**src/tacp_pkg.sv**
```systemverilog
// Constants and types for the address-with-context packet framer
// What this block does
// - A packet is a header byte, the address bytes, one context byte, an optional guest tag byte, then optional process tag bytes.
// - The address field names the next instruction the traced core executes.
// - Headers 0x82 (wide) and 0x83 (compact) carry four address bytes that replace only the low 32 history bits.
// - Headers 0x85 (wide) and 0x86 (compact) carry eight address bytes that replace the whole newest address.
// - In the wide set address bits 1:0 are zero and byte 0 holds bits 8:2 with its top bit zero.
// - In the compact set address bit 0 is zero and byte 0 holds bits 7:1 with its top bit zero.
// - Upper bits 63:32 that a four-byte packet leaves out come unchanged from the newest history entry; the low alignment bits are zero.
// - The two-bit privilege tier field codes levels zero to three directly.
// - The width state flag is 0 for 32-bit state and 1 for 64-bit state.
// - The secure world flag is 0 in Secure state and 1 in Non-secure state.
// - When the guest tag flag is set the guest tag byte follows the context byte, else it is left out.
// - When the process tag flag is set four process tag bytes follow, least significant first, else they are left out.
// - The guest tag byte holds the traced core's current virtual machine identifier.
// - The process tag bytes hold the traced core's current context identifier.
// - After the address is formed the three-entry history shifts by one and the newest entry takes the new address and set code.
package tacp_pkg;
    localparam logic [7:0] HDR_WIDE32    = 8'h82;
    localparam logic [7:0] HDR_COMPACT32 = 8'h83;
    localparam logic [7:0] HDR_WIDE64    = 8'h85;
    localparam logic [7:0] HDR_COMPACT64 = 8'h86;
    localparam logic [1:0] SET_WIDE      = 2'h0;
    localparam logic [1:0] SET_COMPACT   = 2'h1;
    localparam int         HIST_DEPTH    = 3;
    localparam logic [3:0] ADDR_BYTES32  = 4'h4;
    localparam logic [3:0] ADDR_BYTES64  = 4'h8;
    localparam logic [3:0] PTAG_BYTES    = 4'h4;
    // Context byte field positions
    localparam int CTX_PTAG_BIT  = 7;
    localparam int CTX_GTAG_BIT  = 6;
    localparam int CTX_NS_BIT    = 5;
    localparam int CTX_SF_BIT    = 4;
    localparam int CTX_TIER_LSB  = 0;

    typedef struct packed {
        logic [63:0] addr;
        logic [1:0]  isa;
    } tacp_hist_t;

    typedef enum logic [2:0] {S_IDLE, S_HDR, S_ADDR, S_CTX, S_GTAG, S_PTAG} tacp_state_t;
endpackage

```
**src/tacp_hist_if.sv**
```systemverilog
// Carrier for address history update and contents
interface tacp_hist_if;
    import tacp_pkg::*;
    logic        push;
    tacp_hist_t  newEntry;
    tacp_hist_t  entries [HIST_DEPTH];
    modport framer (output push, output newEntry, input entries);
    modport store  (input push, input newEntry, output entries);
endinterface

```
**src/tacp_history.sv**
```systemverilog
// Three-entry address history shift register
module tacp_history (
    input  wire logic   core_clk,
    input  wire logic   rst,
    tacp_hist_if.store  hist
);
    import tacp_pkg::*;
    tacp_hist_t regs [HIST_DEPTH];

    // Shift on push, newest written at index 0
    generate
        for (genvar i = 0; i < HIST_DEPTH; i++) begin : g_ent
            if (i == 0) begin : g_head
                always_ff @(posedge core_clk or posedge rst) begin
                    if (rst) begin
                        regs[i] <= '0;
                    end else if (hist.push) begin
                        regs[i] <= hist.newEntry;
                    end
                end
            end else begin : g_tail
                always_ff @(posedge core_clk or posedge rst) begin
                    if (rst) begin
                        regs[i] <= '0;
                    end else if (hist.push) begin
                        regs[i] <= regs[i-1];
                    end
                end
            end
            assign hist.entries[i] = regs[i];
        end
    endgenerate
endmodule

```
**src/tacp_framer.sv**
```systemverilog
// Address-with-context packet framer on the trace unit side
module tacp_framer (
    input  wire logic              core_clk,
    input  wire logic              rst,
    input  wire logic              pktReq,
    output logic                   pktAck,
    input  wire logic              wideAddr,
    input  wire logic              compactSet,
    input  wire logic [63:0]       nextAddr,
    input  wire logic [1:0]        privilegeTier,
    input  wire logic              widthStateFlag,
    input  wire logic              secureWorldFlag,
    input  wire logic              guestTagEn,
    input  wire logic [7:0]        guestTag,
    input  wire logic              processTagEn,
    input  wire logic [31:0]       processTag,
    output logic                   byteValid,
    output logic [7:0]             byteData,
    output logic                   byteLast,
    output logic [63:0]            newestAddr,
    output logic [1:0]             newestSet
);
    import tacp_pkg::*;

    tacp_hist_if hist ();
    tacp_history u_hist (
        .core_clk (core_clk),
        .rst      (rst),
        .hist     (hist)
    );

    tacp_state_t state;
    logic [63:0] addrReg;
    logic [3:0]  addrCnt;
    logic [3:0]  addrLen;
    logic [3:0]  ptagCnt;
    logic [1:0]  setReg;
    logic        longReg;
    logic [7:0]  ctxReg;
    logic [7:0]  gtagReg;
    logic [31:0] ptagReg;
    logic [63:0] next_addr;
    logic [1:0]  next_set;
    logic [7:0]  next_ctx;
    logic [7:0]  addrByte0;
    logic [7:0]  addrByte1;

    // Formed address: short packet keeps upper history bits
    always_comb begin
        next_set = compactSet ? SET_COMPACT : SET_WIDE;
        if (wideAddr) begin
            next_addr = nextAddr;
        end else begin
            next_addr = {hist.entries[0].addr[63:32], nextAddr[31:0]};
        end
        if (compactSet) begin
            next_addr[0] = 1'b0;
        end else begin
            next_addr[1:0] = 2'h0;
        end
        next_ctx = '0;
        next_ctx[CTX_PTAG_BIT] = processTagEn;
        next_ctx[CTX_GTAG_BIT] = guestTagEn;
        next_ctx[CTX_NS_BIT] = secureWorldFlag;
        next_ctx[CTX_SF_BIT] = widthStateFlag;
        next_ctx[CTX_TIER_LSB +: 2] = privilegeTier;
    end

    // First two address bytes depend on set: wide set leaves a zero top bit in both
    always_comb begin
        if (setReg == SET_COMPACT) begin
            addrByte0 = {1'b0, addrReg[7:1]};
            addrByte1 = addrReg[15:8];
        end else begin
            addrByte0 = {1'b0, addrReg[8:2]};
            addrByte1 = {1'b0, addrReg[15:9]};
        end
    end

    // Packet sequencer
    always_ff @(posedge core_clk or posedge rst) begin
        if (rst) begin
            state   <= S_IDLE;
            addrReg <= '0;
            addrCnt <= '0;
            addrLen <= '0;
            ptagCnt <= '0;
            setReg  <= SET_WIDE;
            longReg <= 1'b0;
            ctxReg  <= '0;
            gtagReg <= '0;
            ptagReg <= '0;
        end else begin
            unique case (state)
                S_IDLE: begin
                    if (pktReq) begin
                        addrReg <= next_addr;
                        setReg  <= next_set;
                        longReg <= wideAddr;
                        addrLen <= wideAddr ? ADDR_BYTES64 : ADDR_BYTES32;
                        ctxReg  <= next_ctx;
                        gtagReg <= guestTag;
                        ptagReg <= processTag;
                        addrCnt <= '0;
                        ptagCnt <= '0;
                        state   <= S_HDR;
                    end
                end
                S_HDR: begin
                    state <= S_ADDR;
                end
                S_ADDR: begin
                    addrCnt <= addrCnt + 4'h1;
                    if (addrCnt == addrLen - 4'h1) begin
                        state <= S_CTX;
                    end
                end
                S_CTX: begin
                    if (ctxReg[CTX_GTAG_BIT]) begin
                        state <= S_GTAG;
                    end else if (ctxReg[CTX_PTAG_BIT]) begin
                        state <= S_PTAG;
                    end else begin
                        state <= S_IDLE;
                    end
                end
                S_GTAG: begin
                    state <= ctxReg[CTX_PTAG_BIT] ? S_PTAG : S_IDLE;
                end
                S_PTAG: begin
                    ptagCnt <= ptagCnt + 4'h1;
                    if (ptagCnt == PTAG_BYTES - 4'h1) begin
                        state <= S_IDLE;
                    end
                end
                // Unused state codes fall back to idle
                default: state <= S_IDLE;
            endcase
        end
    end

    // Registered byte stream
    always_ff @(posedge core_clk or posedge rst) begin
        if (rst) begin
            byteValid <= 1'b0;
            byteData  <= '0;
            byteLast  <= 1'b0;
        end else begin
            byteValid <= (state != S_IDLE);
            byteLast  <= 1'b0;
            byteData  <= '0;
            unique case (state)
                S_IDLE: byteData <= '0;
                S_HDR: begin
                    if (longReg) begin
                        byteData <= (setReg == SET_COMPACT) ? HDR_COMPACT64 : HDR_WIDE64;
                    end else begin
                        byteData <= (setReg == SET_COMPACT) ? HDR_COMPACT32 : HDR_WIDE32;
                    end
                end
                S_ADDR: begin
                    if (addrCnt == 4'h0) begin
                        byteData <= addrByte0;
                    end else if (addrCnt == 4'h1) begin
                        byteData <= addrByte1;
                    end else begin
                        byteData <= addrReg[{addrCnt[2:0], 3'h0} +: 8];
                    end
                end
                S_CTX: begin
                    byteData <= ctxReg;
                    byteLast <= !ctxReg[CTX_GTAG_BIT] && !ctxReg[CTX_PTAG_BIT];
                end
                S_GTAG: begin
                    byteData <= gtagReg;
                    byteLast <= !ctxReg[CTX_PTAG_BIT];
                end
                S_PTAG: begin
                    byteData <= ptagReg[{ptagCnt[1:0], 3'h0} +: 8];
                    byteLast <= (ptagCnt == PTAG_BYTES - 4'h1);
                end
                default: byteData <= '0;
            endcase
        end
    end

    // History push once the address is formed
    assign hist.push = (state == S_IDLE) && pktReq;
    assign hist.newEntry.addr = next_addr;
    assign hist.newEntry.isa = next_set;

    // Acknowledge and newest-entry view
    always_ff @(posedge core_clk or posedge rst) begin
        if (rst) begin
            pktAck     <= 1'b0;
            newestAddr <= '0;
            newestSet  <= SET_WIDE;
        end else begin
            pktAck     <= (state == S_IDLE) && pktReq;
            newestAddr <= hist.entries[0].addr;
            newestSet  <= hist.entries[0].isa;
        end
    end
endmodule

```
**config.mk**
```make
export PLATFORM = sky130hd
export DESIGN_NAME = tacp_framer
export DESIGN_NICKNAME = d
export VERILOG_FILES = /design/src/tacp_pkg.sv /design/src/tacp_hist_if.sv /design/src/tacp_history.sv /design/src/tacp_framer.sv
export SDC_FILE = /design/constraint.sdc
export NUM_CORES = 1
export LEC_CHECK = 0
export BUFFER_PORTS_ARGS = -buffer_cell sky130_fd_sc_hd__buf_4
export CAP_MARGIN = 20
export CORE_MARGIN = 2
export CORE_UTILIZATION = 55
export CTS_CLUSTER_SIZE = 8
export DETAILED_ROUTE_END_ITERATION = 12
export GPL_TIMING_DRIVEN = 0
export PLACE_DENSITY = 0.82
export SYNTH_ARGS = -nofsm -noshare
export SYNTH_HDL_FRONTEND = slang
export SYNTH_SLANG_ARGS = --single-unit
```
**constraint.sdc**
```tcl
create_clock -name core_clk -period 10 [get_ports core_clk]
set_input_delay 2 -clock core_clk [delete_from_list [all_inputs] [get_ports core_clk]]
set_output_delay 2 -clock core_clk [all_outputs]
set_load 0.03 [all_outputs]
```
==> results of run 1 <==
[sequential cells by signal, indices dropped and copies added (netlist names), 2 cells and up]
register,cells
newestAddr,63
u_hist.hist.entries,63
ptagReg,32
byteData,8
gtagReg,8
ctxReg,6
addrCnt,4
ptagCnt,4
state,3
addrLen,2
[cell type report]
class / instances / area (um^2)
timing repair buffer: 189 / 1440
sequential: 198 / 4950
inverter: 10 / 45.0
clock inverter: 14 / 115
buffer: 42 / 248
multi-input combinational: 445 / 2870
tap: 184 / 230
fill: 1027 / 4150
clock buffer: 17 / 425
[cells in the final DEF, fill, tap and decap left out, drive strengths merged, types with 3 or more instances in the layout]
cell | synthesis | layout
a211oi | 3 | 3
a21oi | 4 | 4
a22oi | 6 | 6
a2bb2oi | 4 | 4
a32oi | 5 | 5
and2 | 7 | 7
buf | 31 | 220
clkbuf | 11 | 28
clkinv | 0 | 5
dfrtp | 198 | 198
ha | 5 | 5
inv | 10 | 17
mux2 | 36 | 36
mux2i | 23 | 23
mux4 | 19 | 19
nand2 | 247 | 247
nand3 | 8 | 8
nor2 | 8 | 8
nor2b | 3 | 3
nor3b | 3 | 3
o2111ai | 3 | 3
o211ai | 4 | 4
o21ai | 21 | 21
o22ai | 3 | 3
o31ai | 3 | 3
or2 | 3 | 3
or3b | 3 | 3
[how the worst max path moves through the flow]
stage | startpoint | end | slack, ps | cells past startpoint
2_1_floorplan | rst | addrCnt[0] | 2600 | 1
3_3_place_gp | rst | newestAddr[11] | 730 | 2
3_5_place_dp | pktReq | u_hist.hist.entries[191] | 6610 | 6
4_1_cts | byteData[6] | byteData[6] | 6990 | 1
5_1_grt | byteData[6] | byteData[6] | 6960 | 1
6_report | byteData[6] | byteData[6] | 6990 | 1
[Yosys cell counts (4+ instances only)]
| master | instances | area share [%] |
|---|---|---|
| nand2_1 | 246 | 11 |
| dfrtp_1 | 198 | 61 |
| mux2_2 | 27 | 3.8 |
| mux2i_1 | 23 | 2.8 |
| buf_2 | 21 | 1.3 |
| o21ai_0 | 18 | 1.1 |
| mux4_2 | 17 | 4.7 |
| clkbuf_1 | 11 | 0.51 |
| inv_1 | 9 | 0.42 |
| mux2_1 | 8 | 1.1 |
| buf_6 | 7 | 0.97 |
| nand3_1 | 7 | 0.43 |
| a22oi_1 | 6 | 0.56 |
| and2_1 | 6 | 0.46 |
| nor2_1 | 6 | 0.28 |
| a32oi_1 | 5 | 0.54 |
| ha_1 | 5 | 0.77 |
| a21oi_1 | 4 | 0.25 |
| a2bb2oi_1 | 4 | 0.43 |
[metal layers]
metal	GRT usage, %	vias to the layer above	wire length (um)
met2	43.0	253	9840
met1	35.4	2911	8480
met4	8.76	0	439
met3	6.97	37	1460
met5	0	-	0
li1	-	2771	-
[where the power goes]
group          leakage [nW]  internal [W]  switching (W)
combinational          2.46      0.000652       0.000903
sequential             2.45       0.00118       0.000256
clock                 0.263      0.000323       0.000314
[through the flow]
step	area (um^2)	cells	worst slack [ps]
detailed placement	9790	1068	6610
global route	10300	1099	6960
finish	10300	1099	6990
CTS	10300	1099	6990
floorplan	8110	695	2600
global placement	9750	1067	730
[cells by family (layout without fill, tap and decap cells)]
group,count (synthesis),count (layout),synth area share (%)
compound gates,63,63,5.53
flops,198,198,61.1
mux,78,78,13.3
fa+ha+maj,5,5,0.772
buf+inv,52,272,3.52
xor+xnor,3,3,0.324
other cells,1,2,0.0463
simple gates,294,294,15.4
==> flow_metrics.env, run 1 <==
export IMPL_status="completed"
export IMPL_min_to="newestSet[0]"
export IMPL_pin_count=192
export IMPL_drt_iter0_drc=576
export IMPL_crit_arrival_ps=1010
export IMPL_critPathTopFamily="flip-flops"
export IMPL_dpl_hpwl_um=14900
export IMPL_report_final_hold_viol_count=0
export IMPL_htreeDepth=4
export IMPL_grt_setup_unrepaired="no"
export IMPL_routedWlPerCell_um=18.4
export IMPL_critPathSlowestCell="dfrtp_1"
export IMPL_cts_root_buf="clkbuf_16"
export IMPL_numPortBuffers=188
export IMPL_crit_buf_inv=1
export IMPL_tightest_slew_ps=679
export IMPL_min_from="setReg[0]"
export IMPL_insertion_delay_ps=440
export IMPL_total_power_w=0.00362
export IMPL_first_global_vias=6028
export IMPL_die_area_mm2=0.0157
export IMPL_grt_max_degree=101
export IMPL_cts_resized=0
export IMPL_fin_util_pct=71.3
export IMPL_grt_overflow=0
export IMPL_yosysSeqAreaShare_pct=61.1
export IMPL_core_area_mm2=0.0145
export IMPL_pwr_density_cell_mw_per_mm2=351
export IMPL_syn_area_mm2=0.00811
export IMPL_cts_hold_buf=0
export IMPL_cpPeakStageDelay_ps=400
export IMPL_syn_inst=694
export IMPL_die_x_um=125
export IMPL_skew_ps=11.3
export IMPL_synth_ff_latch_count=198
export IMPL_crit_chain="buf_4"
export IMPL_cp_end_kind="output pin"
export IMPL_cts_tree="done"
export IMPL_irDropWorstVdd_mv=0.173
export IMPL_p_leak_nw=5.18
export IMPL_crit_fanout=1
export IMPL_async_flop_share_pct=100
export IMPL_postRouteAntennaNets=0
export IMPL_maxSlewViolCount=0
export IMPL_cp_start_kind="flop"
export IMPL_drive_gt1_share_pct=33.6
export IMPL_antenna_found_initial=0
export IMPL_gr_usage_all_layers_pct=26.5
export IMPL_grt_pass1_wl_um=31900
export IMPL_worstSetupPathType="reg -> out"
export IMPL_ys_types=61
export IMPL_setup_violations=0
export IMPL_cts_buffers=17
export IMPL_drc=0
export IMPL_clkTransAtPathRegs_ps=70
export IMPL_rr_worst_depth=9
export IMPL_vias=5972
export IMPL_diodes=0
export IMPL_die_h_um=125
export IMPL_reg2reg_slack_ps=7260
export IMPL_wl_um=20200
export IMPL_worstPathRequired_ps=8000
export IMPL_max_cap_violations=0
export IMPL_first_pass_iters=5
export IMPL_fin_crit_sh_pct=30.1
export IMPL_area_growth_syn_to_layout_pct=27.4
export IMPL_syn_avg_cell_area_um2=11.7
export IMPL_fin_crit_ps=3010
export IMPL_min_path_type="reg -> reg"
export IMPL_dominantRegCellSynth="dfrtp_1"
export IMPL_fmax_mhz=332
export IMPL_r2r_end="byteData[5]"
export IMPL_routed_via_density=5.43
export IMPL_finalNetCount=1023
export IMPL_slew_headroom_pct=54.7
export IMPL_clock_sinks=198
export IMPL_place_congestion=0.955
export IMPL_clockBufferDepth=2
export IMPL_yosys_warnings=0
export IMPL_hold_worst_slack_ps=376
export IMPL_setup_tns_ps=0
export IMPL_min_path_cells=0
export IMPL_start_util_pct=56.0
export IMPL_rows=44
export IMPL_synth_edf_count=0
export IMPL_cts_setup_buffers=0
export IMPL_regToRegStartpoint="addrCnt[0]"
Power figures use the tool's default switching activity.
==> run 2, diff against run 1 <==
- ABC_AREA: default -> 1
- CORE_UTILIZATION: 55 -> 54
- PLACE_DENSITY: 0.82 -> 0.8
- clock period: 10 -> 2.9 ns (I/O delays scaled with it)
==> run 2 against run 1 <==
  * Combinational power rose to 3.4 times the previous value
  * Wire length increased by 5.7%
  * Die area increased by 2.6%
  * Critical endpoint is now byteData[0]
  * Largest cell class unchanged
  * Highest routed layer unchanged
==> flow_metrics.env, run 2 <==
export IMPL_dpl_hpwl_um=15600
export IMPL_syn_inst=933
export IMPL_drc=0
export IMPL_first_pass_iters=6
export IMPL_pwr_density_cell_mw_per_mm2=1190
export IMPL_die_h_um=127
export IMPL_clock_sinks=198
export IMPL_first_global_vias=7088
export IMPL_cts_hold_buf=0
export IMPL_diodes=0
export IMPL_cts_tree="done"
export IMPL_synth_edf_count=0
export IMPL_clkTransAtPathRegs_ps=70
export IMPL_start_util_pct=55.8
export IMPL_grt_overflow=0
export IMPL_grt_pass1_wl_um=34900
export IMPL_postRouteAntennaNets=0
export IMPL_pin_count=192
export IMPL_async_flop_share_pct=100
export IMPL_vias=7056
export IMPL_cts_root_buf="clkbuf_16"
export IMPL_crit_fanout=11
export IMPL_yosysMostFrequentCell="nand2_1"
export IMPL_drive_gt1_share_pct=22.6
export IMPL_rows=44
export IMPL_max_cap_violations=0
export IMPL_grt_max_degree=47
export IMPL_final_common_cell="nand2_1"
export IMPL_skew_ps=7.25
export IMPL_crit_arrival_ps=2510
export IMPL_fin_crit_ps=2190
export IMPL_worstSetupPathType="reg -> reg"
export IMPL_cp_end_kind="flop"
export IMPL_filler_cell_count=1118
export IMPL_antenna_found_initial=0
export IMPL_dominantRegCellSynth="dfrtp_1"
export IMPL_ys_types=29
export IMPL_p_leak_nw=5.49
export IMPL_cts_buffers=17
export IMPL_cp_start_kind="flop"
export IMPL_fmax_mhz=456
export IMPL_cts_setup_buffers=0
export IMPL_final_cell_mix="nand2_1 (342), dfrtp_1 (198), buf_4 (191)"
export IMPL_report_final_hold_viol_count=0
export IMPL_wl_um=21400
export IMPL_grt_setup_unrepaired="no"
export IMPL_clockBufferDepth=2
export IMPL_die_x_um=127
export IMPL_core_area_mm2=0.0146
export IMPL_syn_avg_cell_area_um2=8.76
export IMPL_dpl_cell_area_mm2=0.00990
export IMPL_final_area_mm2=0.0106
export IMPL_tightest_slew_ps=685
export IMPL_fin_crit_sh_pct=75.5
export IMPL_cts_resized=0
export IMPL_critPathSlowestCell="clkbuf_1"
export IMPL_routed_via_density=5.26
export IMPL_maxSlewViolCount=0
export IMPL_insertion_delay_ps=440
export IMPL_yosys_area_top_type="dfrtp_1"
export IMPL_die_area_mm2=0.0161
export IMPL_drt_iter0_drc=641
export IMPL_ys_top_cells_by_area="dfrtp_1 (61%), nand2_1 (16%), nand3_1 (5.0%), inv_1 (4.2%), o21ai_0 (4.0%)"
export IMPL_setup_violations=0
export IMPL_yosysSeqAreaShare_pct=60.6
export IMPL_yosys_warnings=0
export IMPL_critPathTopFamily="buffers and inverters"
export IMPL_slew_headroom_pct=54.2
export IMPL_place_congestion=0.880
export IMPL_area_growth_syn_to_layout_pct=29.2
export IMPL_cpPeakStageDelay_ps=420
export IMPL_synthTopCellsByCount="nand2_1 (342), dfrtp_1 (198), inv_1 (91)"
export IMPL_routedWlPerCell_um=15.9
export IMPL_crit_top_cell="nand2_1"
export IMPL_status="completed"
export IMPL_worstPathRequired_ps=3220
export IMPL_numPortBuffers=188
export IMPL_htreeDepth=4
export IMPL_irDropWorstVdd_mv=0.524
export IMPL_crit_buf_inv=3
export IMPL_synth_top_area_share_pct=60.6
export IMPL_synth_ff_latch_count=198
export IMPL_syn_area_mm2=0.00817
export IMPL_total_power_w=0.0126
export IMPL_gr_usage_all_layers_pct=27.9
export IMPL_min_path_type="in -> async"
export IMPL_finalNetCount=1265
export IMPL_crit_chain="inv_1 -> clkbuf_1 -> ha_1 -> nor3b_2 -> buf_2 -> a21oi_1 -> nand2_1 -> nand2_1"
## run 2: kinds of logic after synthesis
family | after synthesis | synth area share [%]
AND/OR/NAND/NOR | 460 | 23.0
buffers and inverters | 143 | 7.47
adder cells (fa/ha/maj) | 5 | 0.766
other | 1 | 0.0459
AO/OA/AOI/OAI | 123 | 7.73
XOR/XNOR | 3 | 0.322
flip-flops | 198 | 60.6
## run 2: metrics by stage
step | util (%) | std cells | setup TNS, ps | setup WS [ps] | hold WS (ps)
6_report | 72.1 | 1342 | 0 | 709 | 247
5_1_grt | 72.1 | 1342 | 0 | 498 | 297
4_1_cts | 72.1 | 1342 | 0 | 740 | 260
3_5_place_dp | 67.6 | 1310 | 0 | 768 | 358
3_3_place_gp | 67.1 | 1306 | -243770 | -1240 | 356
2_1_floorplan | - | 934 | -47590 | -240 | 354
## run 2: final timing paths
| check | from | to | slack (ps) | cells past startpoint |
|---|---|---|---|---|
| worst min-delay path | rst | ptagReg[15] | 250 | 2 |
| max in group asynchronous | rst | newestAddr[34] | 1750 | 4 |
| worst max register to register | addrCnt[1] | byteData[0] | 710 | 8 |
| min in group core_clk | processTag[30] | ptagReg[30] | 330 | 3 |
| worst min register to register | u_hist.hist.entries[161] | newestAddr[27] | 370 | 0 |
| worst max-delay path | addrCnt[1] | byteData[0] | 710 | 8 |
## run 2: metal layers
metal  up-vias  share of wire, %  GRT usage [%]
met2       305                50           47.3
li1       3355                 -              -
met1      3339                40           35.4
met4         0               3.5           12.8
met3        57               6.8           4.94
met5         -                 0              0
## run 2: worst register-to-register path, stage by stage (launching register included)
cell and delay, ps:
dfrtp_1 390, inv_1 150, clkbuf_1 420, ha_1 230
nor3b_2 320, buf_2 280, a21oi_1 100, nand2_1 120
nand2_1 60
## run 2: report_power, final
group,internal [W],leakage [nW],switching (W),total (W)
sequential,0.00404,2.46,0.000664,0.00470
clock,0.00153,0.315,0.00106,0.00259
combinational,0.00179,2.71,0.00348,0.00528
total,0.00736,5.49,0.00521,0.0126
## run 2: layout make-up
class / count / area [um^2] / share of cell area, %
buffer: 47 / 250 / 2.37
timing repair buffer: 192 / 1490 / 14.1
inverter: 96 / 364 / 3.45
clock inverter: 12 / 190 / 1.80
tap: 184 / 230 / 2.18
sequential: 198 / 4950 / 46.9
multi-input combinational: 593 / 2610 / 24.7
clock buffer: 20 / 467 / 4.42
==> run 3, diff against run 2 <==
- CORE_UTILIZATION: 54 -> 48
- PLACE_DENSITY: 0.8 -> 0.75
- clock period: 2.9 -> 2 ns (I/O delays scaled with it)
==> run 3 against run 2 <==
  * Total power is 42% higher
  * Flip-flop and latch count unchanged
  * Clock power up 32%
  * Fmax up 17%
  * First-iteration DRC count decreased by 19%
  * Largest power group unchanged
  * Design area grew 0.15%
  * Critical path depth increased by 1
  * Largest cell class unchanged
  * Die area grew 12%
  * Worst hold slack got worse by 99 ps
  * Sequential power rose by 45%
==> flow_metrics.env, run 3 (synthesis results as in run 2) <==
export IMPL_setup_violations=0
export IMPL_dpl_cell_count=1347
export IMPL_cts_tree="done"
export IMPL_core_area_mm2=0.0166
export IMPL_final_common_cell="nand2_1"
export IMPL_fin_util_pct=63.8
export IMPL_maxSlewViolCount=0
export IMPL_clockBufferDepth=2
export IMPL_pwr_density_cell_mw_per_mm2=1690
export IMPL_min_path_type="in -> reg"
export IMPL_skew_ps=6.82
export IMPL_p_leak_nw=5.47
export IMPL_tightest_slew_ps=595
export IMPL_cts_buffers=17
export IMPL_crit_start="addrCnt[0]"
export IMPL_routed_via_density=4.97
export IMPL_min_from="processTag[21]"
export IMPL_first_pass_iters=5
export IMPL_routedWlPerCell_um=15.6
export IMPL_fin_crit_ps=1870
export IMPL_numPortBuffers=188
export IMPL_clock_sinks=198
export IMPL_crit_arrival_ps=2200
export IMPL_cp_end_kind="flop"
export IMPL_status="completed"
export IMPL_wl_um=21500
export IMPL_clkTransAtPathRegs_ps=70
export IMPL_met2_length_um=10500
export IMPL_regToRegStartpoint="addrCnt[0]"
export IMPL_start_util_pct=49.3
export IMPL_dp_slack_ps=-172
export IMPL_pin_count=192
export IMPL_htreeDepth=4
export IMPL_drc=0
export IMPL_grt_max_degree=42
export IMPL_top_layer="met4"
export IMPL_drive_gt1_share_pct=23.0
export IMPL_postRouteAntennaNets=0
export IMPL_wirelength_met1_um=9090
export IMPL_grt_overflow=0
export IMPL_dpl_hpwl_um=16200
export IMPL_wl_met3_um=1310
export IMPL_fmax_mhz=535
export IMPL_grt_pass1_wl_um=33800
export IMPL_irDropWorstVdd_mv=0.819
export IMPL_drt_iter0_drc=522
export IMPL_final_cell_mix="nand2_1 (342), dfrtp_1 (198), buf_4 (192)"
export IMPL_fin_crit_sh_pct=93.5
export IMPL_final_cells=1379
export IMPL_worstPathRequired_ps=2330
export IMPL_antenna_found_initial=0
export IMPL_setup_tns_ps=0
export IMPL_gr_usage_all_layers_pct=24.4
export IMPL_die_area_mm2=0.0181
export IMPL_crit_fanout=12
export IMPL_area_growth_syn_to_layout_pct=29.4
export IMPL_place_congestion=0.890
export IMPL_cp_start_kind="flop"
export IMPL_max_cap_violations=0
export IMPL_grt_setup_unrepaired="no"
export IMPL_diodes=0
export IMPL_worstSetupPathType="reg -> reg"
export IMPL_slew_headroom_pct=60.3
export IMPL_first_global_vias=6785
export IMPL_filler_cell_count=1437
export IMPL_timing_final_ws_setup_ps=129
export IMPL_report_final_hold_viol_count=0
export IMPL_vias=6855
export IMPL_cts_root_buf="clkbuf_16"
export IMPL_rows=47
export IMPL_hold_worst_slack_ps=148
export IMPL_die_x_um=134
export IMPL_die_h_um=134
export IMPL_insertion_delay_ps=440
export IMPL_finalNetCount=1266
run 3: stage by stage:
step	instance area [um^2]	power (W)
floorplan	8180	0.0116
global placement	9870	0.0143
detailed placement	9970	0.0145
CTS	10600	0.0179
global route	10600	0.0191
finish	10600	0.0179
run 3: routing by layer:
metal  GRT usage, %  vias up
met3           4.35       37
met2           42.3      268
met1           30.7     3200
met5              0        -
li1               -     3350
met4           9.59        0
run 3: path summary, 6_finish.rpt:
check | to | slack, ps | cells after the start
min in group asynchronous | u_hist.hist.entries[162] | 480 | 3
worst min register to register | newestAddr[53] | 370 | 0
worst min-delay path | ptagReg[21] | 150 | 3
worst max-delay path | byteData[6] | 130 | 9
max in group asynchronous | u_hist.hist.entries[145] | 510 | 6
worst max register to register | byteData[6] | 130 | 9
run 3: cell type report:
class | count | area (um^2) | area share [%]
Clock buffer | 17 | 425 | 4.02
Buffer | 45 | 243 | 2.30
Timing Repair Buffer | 195 | 1530 | 14.5
Sequential cell | 198 | 4950 | 46.9
Clock inverter | 15 | 159 | 1.50
Inverter | 96 | 372 | 3.51
Tap cell | 220 | 275 | 2.60
Multi-Input combinational cell | 593 | 2620 | 24.7
run 3: power by group:
group / total, W / switching (W) / internal, W / leakage, nW
clock: 0.00341 / 0.00163 / 0.00177 / 0.284
sequential: 0.00681 / 0.000953 / 0.00586 / 2.46
combinational: 0.00767 / 0.00505 / 0.00263 / 2.73
run 3: critical path, stage by stage, from the launching register on:
cell and delay, ps:
dfrtp_1 440, clkinvlp_4 220, clkbuf_1 420, nand2_1 100, nand3_1 150, nand3_1 100, nand3_1 120, nand2_1 70
nand2_1 90, nand2_1 50
run 3: timing repair:
action                                  4_1_cts  5_1_grt
resized for setup                             0        3
hold endpoints to repair                     12        0
endpoints found under the setup margin        8        8
buffers inserted                              0        1
hold buffers                                  1        0
